===== src/hdl/smc_pkg.sv =====
// package for the supply monitor control block
package smc_pkg;
  // register byte addresses (word aligned)
  localparam logic [3:0] ADDR_DETECT_CONTROL    = 4'h0;
  localparam logic [3:0] ADDR_DETECT_LEVEL_MODE = 4'h4;
  localparam logic [3:0] ADDR_STATUS            = 4'h8;
  // control register fields
  localparam int         POS_WRITE_ENABLE       = 7;
  localparam int         POS_OUTPUT_MASK        = 1;
  localparam int         POS_BELOW_FLAG         = 0;
  // level/mode register fields
  localparam int         POS_MODE_SELECT        = 7;
  localparam int         POS_THRESHOLD_SELECT   = 0;
  // configuration byte fields
  localparam int         POS_CFG_GROUP_HI       = 7;
  localparam int         POS_CFG_GROUP_LO       = 5;
  localparam int         POS_CFG_FIXED_ONE      = 4;
  localparam int         POS_CFG_LEVEL_HI       = 3;
  localparam int         POS_CFG_LEVEL_LO       = 2;
  localparam int         POS_CFG_MODE_HI        = 1;
  localparam int         POS_CFG_MODE_LO        = 0;
  // reset values of level/mode register per mode, and of control register
  localparam logic [7:0] RST_LM_INT_RESET       = 8'h00;
  localparam logic [7:0] RST_LM_RESET           = 8'h81;
  localparam logic [7:0] RST_LM_INTERRUPT       = 8'h01;
  localparam logic [7:0] RST_CONTROL            = 8'h00;
  // configured mode field encodings
  localparam logic [1:0] CFG_MODE_INT_RESET     = 2'h2;
  localparam logic [1:0] CFG_MODE_RESET         = 2'h3;
  localparam logic [1:0] CFG_MODE_INTERRUPT     = 2'h1;
  // threshold stabilisation wait
  localparam int         CLK_MHZ                = 125;
  localparam int         SETTLE_US              = 400;
  localparam int         SETTLE_CYCLES          = SETTLE_US * CLK_MHZ;
  localparam int         SETTLE_W               = 16;

  typedef enum logic [1:0] {
    SMC_OFF       = 2'h0,
    SMC_INTERRUPT = 2'h1,
    SMC_RESET     = 2'h3,
    SMC_INT_RESET = 2'h2
  } smc_mode_type;

  // supply monitor state machine, gray codes along power-up path
  typedef enum logic [1:0] {
    SMC_ST_HOLD   = 2'h0,
    SMC_ST_RUN    = 2'h1,
    SMC_ST_LOW    = 2'h3
  } smc_state_type;

  // comparator outputs travel together
  typedef struct packed {
    logic below_single;
    logic below_high;
    logic below_low;
  } smc_cmp_type;

  typedef struct packed {
    logic       cyc;
    logic       stb;
    logic       we;
    logic [3:0] adr;
    logic [7:0] dat;
  } smc_wb_req_type;
endpackage


===== src/hdl/smc_supply_monitor.sv =====
// supply monitor control: comparator sync, reset/interrupt generation, registers
`timescale 1ns/1ns
`default_nettype none

//////////////////////////////////////////////////////////////////////////////
module smc_supply_monitor #(
  parameter int SETTLE_CYCLES = smc_pkg::SETTLE_CYCLES
) (
  input  wire  logic                   clk_i,
  input  wire  logic                   rst_i,
  input  wire  logic                   monitor_rst_i,
  input  wire  logic                   ce_i,
  input  wire  logic [7:0]             cfg_byte_i,
  input  wire  smc_pkg::smc_cmp_type   cmp_i,
  input  wire  logic                   irq_mask_clr_i,
  input  wire  logic                   wb_cyc_i,
  input  wire  logic                   wb_stb_i,
  input  wire  logic                   wb_we_i,
  input  wire  logic [3:0]             wb_adr_i,
  input  wire  logic [3:0]             wb_sel_i,
  input  wire  logic [31:0]            wb_dat_i,
  output logic [31:0]                  wb_dat_o,
  output logic                         wb_ack_o,
  output logic                         monitor_rst_o,
  output logic                         low_supply_irq_o,
  output logic                         low_supply_irq_mask_o,
  output logic [2:0]                   threshold_group_o,
  output logic [1:0]                   threshold_level_o,
  output logic                         threshold_select_o
);

  //////////////////////////////////////////////////////////////////////////
  // configuration decode
  smc_pkg::smc_mode_type cfg_mode;
  logic                  monitor_off;

  always_comb begin
    monitor_off = cfg_byte_i[smc_pkg::POS_CFG_GROUP_HI] & cfg_byte_i[smc_pkg::POS_CFG_MODE_LO];
    cfg_mode = smc_pkg::smc_mode_type'(cfg_byte_i[smc_pkg::POS_CFG_MODE_HI:smc_pkg::POS_CFG_MODE_LO]);
    if (monitor_off) begin
      cfg_mode = smc_pkg::SMC_OFF;
    end
  end

  //////////////////////////////////////////////////////////////////////////
  // comparator synchroniser; first stage read only by second
  smc_pkg::smc_cmp_type cmp_meta;
  smc_pkg::smc_cmp_type cmp_sync;

  always_ff @(posedge clk_i) begin
    if (rst_i) begin
      // start as below, so hold waits for real samples
      cmp_meta <= '1;
      cmp_sync <= '1;
    end else if (ce_i) begin
      cmp_meta <= cmp_i;
      cmp_sync <= cmp_meta;
    end
  end

  //////////////////////////////////////////////////////////////////////////
  // registers and state
  logic                    write_enable;
  logic                    mode_select;
  logic                    threshold_select;
  logic                    irq_mask;
  logic                    irq_pend;
  logic                    mon_rst;
  logic                    ack;
  logic [31:0]             rdata;
  logic [smc_pkg::SETTLE_W-1:0] settle_cnt;
  smc_pkg::smc_state_type  state;

  logic                    next_write_enable;
  logic                    next_mode_select;
  logic                    next_threshold_select;
  logic                    next_irq_mask;
  logic                    next_irq_pend;
  logic                    next_mon_rst;
  logic                    next_ack;
  logic [31:0]             next_rdata;
  logic [smc_pkg::SETTLE_W-1:0] next_settle_cnt;
  smc_pkg::smc_state_type  next_state;

  logic below_sel;
  logic below_flag;
  logic output_mask;
  logic wr_go;
  logic rd_go;
  logic [7:0] wbyte;

  always_comb begin
    if (cfg_mode == smc_pkg::SMC_INT_RESET) begin
      // hold always releases against the high threshold
      below_sel = (threshold_select && state != smc_pkg::SMC_ST_HOLD) ? cmp_sync.below_low : cmp_sync.below_high;
    end else begin
      below_sel = cmp_sync.below_single;
    end
    below_flag = below_sel & (cfg_mode != smc_pkg::SMC_OFF);
    output_mask = write_enable | (settle_cnt != '0);
    wr_go = wb_cyc_i & wb_stb_i & ~ack & wb_we_i & wb_sel_i[0];
    rd_go = wb_cyc_i & wb_stb_i & ~ack & ~wb_we_i;
    wbyte = wb_dat_i[7:0];
  end

  // next-state logic for registers, monitor fsm and bus
  always_comb begin
    next_write_enable     = write_enable;
    next_mode_select      = mode_select;
    next_threshold_select = threshold_select;
    next_irq_mask         = irq_mask;
    next_irq_pend         = 1'b0;
    next_mon_rst          = mon_rst;
    next_state            = state;
    next_settle_cnt       = (settle_cnt != '0) ? settle_cnt - 1'b1 : settle_cnt;
    next_ack              = wb_cyc_i & wb_stb_i & ~ack;
    next_rdata            = '0;

    // bus reads; unmapped addresses read zero
    if (rd_go) begin
      unique case (wb_adr_i)
        smc_pkg::ADDR_DETECT_CONTROL: begin
          next_rdata[smc_pkg::POS_WRITE_ENABLE] = write_enable;
          next_rdata[smc_pkg::POS_OUTPUT_MASK]  = output_mask;
          next_rdata[smc_pkg::POS_BELOW_FLAG]   = below_flag;
        end
        smc_pkg::ADDR_DETECT_LEVEL_MODE: begin
          next_rdata[smc_pkg::POS_MODE_SELECT]      = mode_select;
          next_rdata[smc_pkg::POS_THRESHOLD_SELECT] = threshold_select;
        end
        smc_pkg::ADDR_STATUS: begin
          next_rdata[0] = irq_mask;
          next_rdata[2:1] = cfg_mode;
        end
        default: next_rdata = '0;
      endcase
    end

    // bus writes; level/mode only in combined mode with enable
    if (wr_go) begin
      if (wb_adr_i == smc_pkg::ADDR_DETECT_CONTROL && cfg_mode == smc_pkg::SMC_INT_RESET) begin
        next_write_enable = wbyte[smc_pkg::POS_WRITE_ENABLE];
      end
      // writes accepted only in combined mode
      if (wb_adr_i == smc_pkg::ADDR_DETECT_LEVEL_MODE && cfg_mode == smc_pkg::SMC_INT_RESET && write_enable) begin
        next_mode_select      = wbyte[smc_pkg::POS_MODE_SELECT];
        next_threshold_select = wbyte[smc_pkg::POS_THRESHOLD_SELECT];
        if (wbyte[smc_pkg::POS_THRESHOLD_SELECT] != threshold_select) begin
          next_settle_cnt = smc_pkg::SETTLE_W'(SETTLE_CYCLES);
        end
      end
      if (wb_adr_i == smc_pkg::ADDR_STATUS) begin
        next_irq_mask = wbyte[0];
      end
    end
    if (irq_mask_clr_i) begin
      next_irq_mask = 1'b0;
    end

    // monitor sequencing
    unique case (state)
      smc_pkg::SMC_ST_HOLD: begin
        next_mon_rst = (cfg_mode != smc_pkg::SMC_OFF);
        if (cfg_mode == smc_pkg::SMC_OFF || !below_flag) begin
          next_mon_rst = 1'b0;
          next_state   = smc_pkg::SMC_ST_RUN;
          if (cfg_mode == smc_pkg::SMC_INT_RESET) begin
            next_threshold_select = 1'b0;
            next_mode_select      = 1'b0;
          end
        end
      end
      smc_pkg::SMC_ST_RUN: begin
        if (!output_mask && below_flag) begin
          unique case (cfg_mode)
            smc_pkg::SMC_RESET: begin
              next_mon_rst = 1'b1;
              next_state   = smc_pkg::SMC_ST_HOLD;
            end
            smc_pkg::SMC_INTERRUPT: begin
              next_irq_pend = 1'b1;
              next_state    = smc_pkg::SMC_ST_LOW;
            end
            smc_pkg::SMC_INT_RESET: begin
              if (mode_select) begin
                next_mon_rst = 1'b1;
                next_state   = smc_pkg::SMC_ST_HOLD;
              end else begin
                next_irq_pend = 1'b1;
                next_threshold_select = 1'b1;
                next_mode_select      = 1'b1;
                next_settle_cnt       = smc_pkg::SETTLE_W'(SETTLE_CYCLES);
                next_state            = smc_pkg::SMC_ST_LOW;
              end
            end
            default: next_state = smc_pkg::SMC_ST_RUN;
          endcase
        end
      end
      smc_pkg::SMC_ST_LOW: begin
        if (cfg_mode == smc_pkg::SMC_INTERRUPT && !below_flag) begin
          next_irq_pend = 1'b1;
          next_state    = smc_pkg::SMC_ST_RUN;
        end else if (cfg_mode == smc_pkg::SMC_INT_RESET) begin
          if (mode_select && threshold_select && !output_mask && below_flag) begin
            next_mon_rst = 1'b1;
            next_state   = smc_pkg::SMC_ST_HOLD;
          end else if (!mode_select) begin
            next_state = smc_pkg::SMC_ST_RUN;
          end
        end else if (cfg_mode != smc_pkg::SMC_INTERRUPT) begin
          next_state = smc_pkg::SMC_ST_RUN;
        end
      end
      default: next_state = smc_pkg::SMC_ST_HOLD;
    endcase
  end

  //////////////////////////////////////////////////////////////////////////
  // state registers; chip reset vs monitor-caused reset
  always_ff @(posedge clk_i) begin
    if (rst_i) begin
      irq_mask     <= 1'b1;
      write_enable <= smc_pkg::RST_CONTROL[smc_pkg::POS_WRITE_ENABLE];
      settle_cnt   <= '0;
      irq_pend     <= 1'b0;
      mon_rst      <= 1'b1;
      state        <= smc_pkg::SMC_ST_HOLD;
      ack          <= 1'b0;
      rdata        <= '0;
      if (!monitor_rst_i) begin
        unique case (cfg_mode)
          smc_pkg::SMC_RESET: begin
            mode_select      <= smc_pkg::RST_LM_RESET[smc_pkg::POS_MODE_SELECT];
            threshold_select <= smc_pkg::RST_LM_RESET[smc_pkg::POS_THRESHOLD_SELECT];
          end
          smc_pkg::SMC_INTERRUPT: begin
            mode_select      <= smc_pkg::RST_LM_INTERRUPT[smc_pkg::POS_MODE_SELECT];
            threshold_select <= smc_pkg::RST_LM_INTERRUPT[smc_pkg::POS_THRESHOLD_SELECT];
          end
          default: begin
            mode_select      <= smc_pkg::RST_LM_INT_RESET[smc_pkg::POS_MODE_SELECT];
            threshold_select <= smc_pkg::RST_LM_INT_RESET[smc_pkg::POS_THRESHOLD_SELECT];
          end
        endcase
      end
    end else if (ce_i) begin
      write_enable     <= next_write_enable;
      mode_select      <= next_mode_select;
      threshold_select <= next_threshold_select;
      irq_mask         <= next_irq_mask;
      irq_pend         <= next_irq_pend;
      mon_rst          <= next_mon_rst;
      settle_cnt       <= next_settle_cnt;
      state            <= next_state;
      ack              <= next_ack;
      rdata            <= next_rdata;
    end
  end

  // outputs straight from flip-flops; config fields pass for threshold selection
  // group and level to analog selector
  always_ff @(posedge clk_i) begin
    if (rst_i) begin
      threshold_group_o <= '0;
      threshold_level_o <= '0;
    end else if (ce_i) begin
      threshold_group_o <= cfg_byte_i[smc_pkg::POS_CFG_GROUP_HI:smc_pkg::POS_CFG_GROUP_LO];
      threshold_level_o <= cfg_byte_i[smc_pkg::POS_CFG_LEVEL_HI:smc_pkg::POS_CFG_LEVEL_LO];
    end
  end

  always_comb begin
    wb_ack_o              = ack;
    wb_dat_o              = rdata;
    monitor_rst_o         = mon_rst;
    low_supply_irq_o      = irq_pend;
    low_supply_irq_mask_o = irq_mask;
    threshold_select_o    = threshold_select;
  end

endmodule

`default_nettype wire


===== config.mk =====
export PLATFORM = sky130hd
export DESIGN_NAME = smc_supply_monitor
export DESIGN_NICKNAME = d
export VERILOG_FILES = /design/src/hdl/smc_pkg.sv /design/src/hdl/smc_supply_monitor.sv
export SDC_FILE = /design/constraint.sdc
export NUM_CORES = 1
export LEC_CHECK = 0
export BUFFER_PORTS_ARGS = -buffer_cell sky130_fd_sc_hd__buf_2
export CELL_PAD_IN_SITES_DETAIL_PLACEMENT = 0
export CELL_PAD_IN_SITES_GLOBAL_PLACEMENT = 1
export CORE_AREA = 8 8 96 98
export DETAILED_ROUTE_END_ITERATION = 8
export DIE_AREA = 0 0 104 106
export PLACE_DENSITY = 0.77
export SLEW_MARGIN = 20
export SYNTH_ARGS = -nofsm -noshare
export SYNTH_HDL_FRONTEND = slang
export SYNTH_SLANG_ARGS = --single-unit

===== constraint.sdc =====
create_clock -name clk_i -period 3.7 [get_ports clk_i]
set_input_delay 0.74 -clock clk_i [delete_from_list [all_inputs] [get_ports clk_i]]
set_output_delay 0.74 -clock clk_i [all_outputs]
set_load 0.03 [all_outputs]

# Yosys cells after proc, flatten, opt, wreduce, memory -nomap -nowiden
# Cells that the tools add are included.
dict set report classes {
  n_addsub 1
  n_eq_ne 19
  n_mux 66
  bitwise 10
  n_reduce_logical 28
}
# op n
set op_table {}
lappend op_table {{two-way mux 16 bit} 8}
lappend op_table {{two-way mux 1 bit} 37}
lappend op_table {{two-way mux 2 bit} 9}
lappend op_table {{nonzero test 16 bit} 1}
lappend op_table {{subtractor 16 x 1 -> 16 bit (second input constant)} 1}
lappend op_table {{case mux 1 bit (2 select lines)} 7}
lappend op_table {{!= test 2 bit (second input constant)} 6}
lappend op_table {{case mux 2 bit (3 select lines)} 2}
lappend op_table {{nonzero test 2 bit} 5}
lappend op_table {{logical AND 1 bit} 9}
lappend op_table {{two-way mux 8 bit} 1}
lappend op_table {{AND reduction 8 bit} 1}
lappend op_table {{AND 1 bit} 7}
lappend op_table {{equality test 2 bit (second input constant)} 3}
lappend op_table {{!= test 3 bit (second input constant)} 2}
lappend op_table {{case mux 1 bit (3 select lines)} 2}
lappend op_table {{AND reduction 3 bit} 2}
lappend op_table {{!= test 5 bit (second input constant)} 1}
lappend op_table {{AND reduction 5 bit} 1}
lappend op_table {{equality test 2 x 1 -> 1 bit (second input constant)} 2}
lappend op_table {{equality test 4 x 3 -> 1 bit (second input constant)} 1}
lappend op_table {{equality test 4 bit (second input constant)} 1}
lappend op_table {{zero test 2 bit} 2}
lappend op_table {{zero test 4 bit} 1}
lappend op_table {{other kinds (10)} 12}
dict set report word_totals {
  register_bits 68
  input_bits 59
  output_inout_bits 42
  word_cells 142
}

# Logic depth before layout (Yosys ltp)
dict set report depth {
  depth_word 13
  ltp_mapped 10
  ltp_nobuf 10
}

# Worst setup path after synthesis
# No wires, ideal clock.
dict set report synth_path {
  path_kind {input to register}
  start {input port cfg_byte_i[0]}
  end {register settle_cnt[6] (netlist name)}
  setup_time_ns 0.059
  arrival_time_ns 3.305
  t_required_ns 3.641
  path_slack_ns 0.335
  cell_stages 10
  n_path_buf 1
  path_cell_list {nor2b_1 > inv_1 > ha_1 > or4bb_1 > or4_1 > or4_4 > and2_4 > buf_6 > a2111oi_1 > a31o_1}
}
dict set report synth_between {
  elab_chain_len 11
  elab_cells_between_ends 15
  classes_between {1 x eq/ne; 8 x mux; 2 x bitwise; 4 x reduce/logical}
}
# element line_no
set synth_rtl {}
lappend synth_rtl {{from (decl)} smc_supply_monitor.sv:13} ;# input wire logic [7:0] cfg_byte_i,
lappend synth_rtl {{AND 1 bit} smc_supply_monitor.sv:38} ;# monitor_off = cfg_byte_i[smc_pkg::POS_CFG_GROUP_HI] & cfg_byte_i[smc_pkg::POS_CFG_MODE_LO];
lappend synth_rtl {{two-way mux 2 bit (*)} smc_supply_monitor.sv:40} ;# if (monitor_off) begin
lappend synth_rtl {{equality test 2 bit} {smc_supply_monitor.sv:93, smc_supply_monitor.sv:145, smc_supply_monitor.sv:175}}
lappend synth_rtl {{logical AND 1 bit (2 in a row)} smc_supply_monitor.sv:145} ;# if (wb_adr_i == smc_pkg::ADDR_DETECT_LEVEL_MODE && cfg_mode == smc_pkg::SMC_INT_RESET && write_enable) begin
lappend synth_rtl {{two-way mux 16 bit} smc_supply_monitor.sv:145}
lappend synth_rtl {{two-way mux 16 bit} smc_supply_monitor.sv:140} ;# if (wr_go) begin
lappend synth_rtl {{two-way mux 16 bit} smc_supply_monitor.sv:185} ;# if (mode_select) begin
lappend synth_rtl {{two-way mux 16 bit} smc_supply_monitor.sv:175} ;# unique case (cfg_mode)
lappend synth_rtl {{two-way mux 16 bit} smc_supply_monitor.sv:174} ;# if (!output_mask && below_flag) begin
lappend synth_rtl {{two-way mux 16 bit (*)} smc_supply_monitor.sv:161} ;# unique case (state)
lappend synth_rtl {{to (signal assigned)} smc_supply_monitor.sv:254} ;# settle_cnt <= next_settle_cnt;
lappend synth_rtl {{to (decl)} smc_supply_monitor.sv:71} ;# logic [smc_pkg::SETTLE_W-1:0] settle_cnt;
# Every way passes the cells marked *; elsewhere a longest branch is shown, timed or not.
# A chain may end at the register's enable or synchronous reset.

# Worst setup path after layout
dict set report layout_path {
  start {input port cfg_byte_i[0]}
  end {register settle_cnt[5] (netlist name)}
}
# The elaborated chain is that of the path after synthesis.

==> impl_metrics.py <==
metrics = {
    "outcome": {
        "status": "finished, final reports clean",
    },
    "route": {
        "vias": 2277,
        "drt-initial-drc-count": 117,
        "ant_nets": 0,
        "drc_errors": 0,
        "vias_per_cell": 5.05,
        "post_drt_wl_per_cell_um": 14.1,
        "drt-total-wl_um": 6340,
        "dr.pass1.iters": 4,
    },
    "layout": {
        "drive_gt1_share_pct": 17.1,
        "diodes": 0,
        "finalCoreUtilization_pct": 35.4,
        "area_growth_pct": 10.2,
        "fin_nets": 408,
        "fill_cells": 851,
    },
    "floorplan": {
        "ios": 101,
        "dieWidth_um": 104,
        "die_h_um": 106,
        "fp.coreArea_um2": 7850,
        "die_area_um2": 11000,
        "start_util_pct": 32.1,
        "num_rows": 33,
    },
    "pwr": {
        "p_leak_nw": 1.24,
        "power_frac_clock_pct": 16.2,
        "power_density_nw_per_um2": 625,
        "vdd_drop_max_mv": 0.171,
        "p_comb_share_pct": 48.7,
        "seqPwrFrac_pct": 35.2,
        "p_sw_share_pct": 44.2,
        "p_switching_uw": 768,
        "p_int_uw": 968,
    },
    "global_routing": {
        "grt_max_degree": 31,
        "grtUsageTotal_pct": 11.6,
        "overflow": 0,
        "grt_pass1_vias": 2179,
        "grt_first_pass_wirelength_um": 10700,
        "antenna_found_initial": 0,
    },
    "sta": {
        "clock_skew_ps": 10.6,
        "hold_viol": 0,
        "max_slew_margin_pct": 48.2,
        "drv_slew": 0,
        "rsz0062_at_grt": "false",
        "clock.fmax_mhz": 315,
        "fin_crit_sh_pct": 85.7,
        "tns_ps": 0,
        "finalCriticalPeriod_ps": 3170,
        "finalSetupViolCount": 0,
        "tightest_slew_ps": 770,
    },
    "critical_path": {
        "r2r-end": "settle_cnt[5]",
        "arrival_ps": 3360,
        "critical_path_required_ps": 3890,
        "cp-endpoint": "settle_cnt[5]",
        "start_kind": "input pin",
        "crit_start": "cfg_byte_i[0]",
        "r2r_start": "settle_cnt[4]",
        "crit_fanout": 8,
        "rrSetupSlack_ps": 970,
        "worstSetupEndpointType": "flop",
        "worstSetupPathType": "in2reg",
        "r2r_cells": 6,
    },
    "logic_synthesis": {
        "synth_edf_count": 2,
        "synth_top_area_share_pct": 30.2,
        "syn_area_per_cell_um2": 8.07,
        "synth_common_cells": "38 x dfxtp_1, 29 x nand2_1, 28 x buf_4",
        "synth_warnings": 0,
        "synthCells": 312,
        "synthArstFlopShare_pct": 0,
        "synth_area_leader_cell": "dfxtp_1",
        "synth-seq-area-share_pct": 32.6,
        "synth.most_common_cell": "dfxtp_1",
        "yosys-top-cells-area": "dfxtp_1 30%, buf_4 8.3%, mux2i_1 6.4%",
        "synth_ff_type": "dfxtp_1",
        "yosys.cell_types.count": 57,
        "netlist_area_um2": 2520,
        "ys_ff_latch": 40,
    },
    "clock_network": {
        "clock_path_buffers": 2,
        "cts-buffers-inserted": 5,
        "clockRootBuffer": "clkbuf_8",
        "cts_sinks": 40,
        "clkLatencyLatePin_ps": 290,
        "htree_levels": 2,
        "cts_tree": "yes",
        "post_cts_buffers": 0,
        "cts-hold-fix-buffers": 0,
        "ctsResizeCount": 0,
        "clkTransAtPathRegs_ps": 80,
    },
    "place": {
        "place_hpwl_um": 4800,
        "gp_congestion": 0.803,
        "io_buffers": 38,
    },
    "job": {
        "cap_violations": 0,
    },
    "worst_hold_path": {
        "min_from": "wb_dat_o[1]",
        "hold_path.class": "reg2reg",
    },
}
## through the flow
step / area (um2) / cells / hold slack, ps / setup WS, ps / power, mW
floorplan: 2620 / 339 / 441 / 335 / 1.31
global placement: 2700 / 443 / 427 / 264 / 1.44
detailed placement: 2700 / 443 / 431 / 230 / 1.45
CTS: 2780 / 451 / 442 / 551 / 1.74
global route: 2780 / 451 / 473 / 374 / 1.88
finish: 2780 / 451 / 437 / 530 / 1.74
## logic make-up after synthesis
family | synth area share [%]
other | 0.149
xor gates and xnor gates | 0.696
buffers and inverters | 14.1
adders and majority gates | 1.99
AOI/OAI and AO/OA | 19.4
and+or+nand+nor | 24.8
DFF | 32.6
muxes | 6.36
## flip-flops by register name, indices dropped and copies added (netlist names), 2 cells and up
register and flops:
cmp_sync 3, settle_cnt 16, wb_dat_o 4, threshold_level_o 2
state 2, cmp_meta 3, threshold_group_o 3
## per-layer routing
metal  vias up  routed length, um  GRT usage, %
li1       1155                  -             -
met1      1068               2820          13.3
met2        45               3180          20.3
met3         9                244          2.90
met4         0                 94          4.34
met5         -                  0             0
## worst min path at each step
stage,slack [ps],to,depth (start not counted)
after floorplan,440,cmp_meta[0],2
after global placement,430,wb_dat_o[1],2
after detailed placement,430,wb_dat_o[1],2
after CTS,440,wb_dat_o[1],2
after global routing,470,wb_dat_o[1],2
final,440,wb_dat_o[1],2
## final cells by class
class	count	area, um2	share of cell area, %
inverters	17	63.8	2.30
multi-input cells	237	1440	52.0
flip-flops and latches	40	821	29.6
well taps	105	131	4.73
clock inverters	1	3.75	0.135
clock buffers	7	76.3	2.75
repair buffers	44	235	8.48
## worst max-delay path: stages
cell	delay [ps]
buf_2	110
nand2_1	50
and2_1	210
ha_1	200
or4bb_1	460
or4_1	470
or4_4	470
nand3_1	310
o22ai_1	150
a22o_1	190
## power groups by stage
| stage | clock network, mW | logic (mW) | registers, mW |
|---|---|---|---|
| floorplan | 0 | 0.706 | 0.607 |
| global placement | 0 | 0.826 | 0.614 |
| detailed placement | 0 | 0.839 | 0.616 |
| CTS | 0.291 | 0.843 | 0.607 |
| global route | 0.316 | 0.945 | 0.623 |
| finish | 0.281 | 0.845 | 0.610 |
## placed cells by master (no fill, tap or decap), drive strengths merged, types with 3 or more instances in the layout
cell type  count
a211oi         6
a21o           3
a21oi         13
a31oi          4
and3           3
buf           44
clkbuf         7
conb          28
dfxtp         38
ha             4
inv           17
mux2i         16
nand2         29
nand3          8
nand3b         3
nand4          5
nor2          26
nor2b          3
nor3          10
nor3b          3
nor4           8
o211a          3
o21ai         12
o22ai          5
o311ai         4
o31ai          3
or3            7
or4            6
No activity file was read; power rests on OpenSTA's default activity.
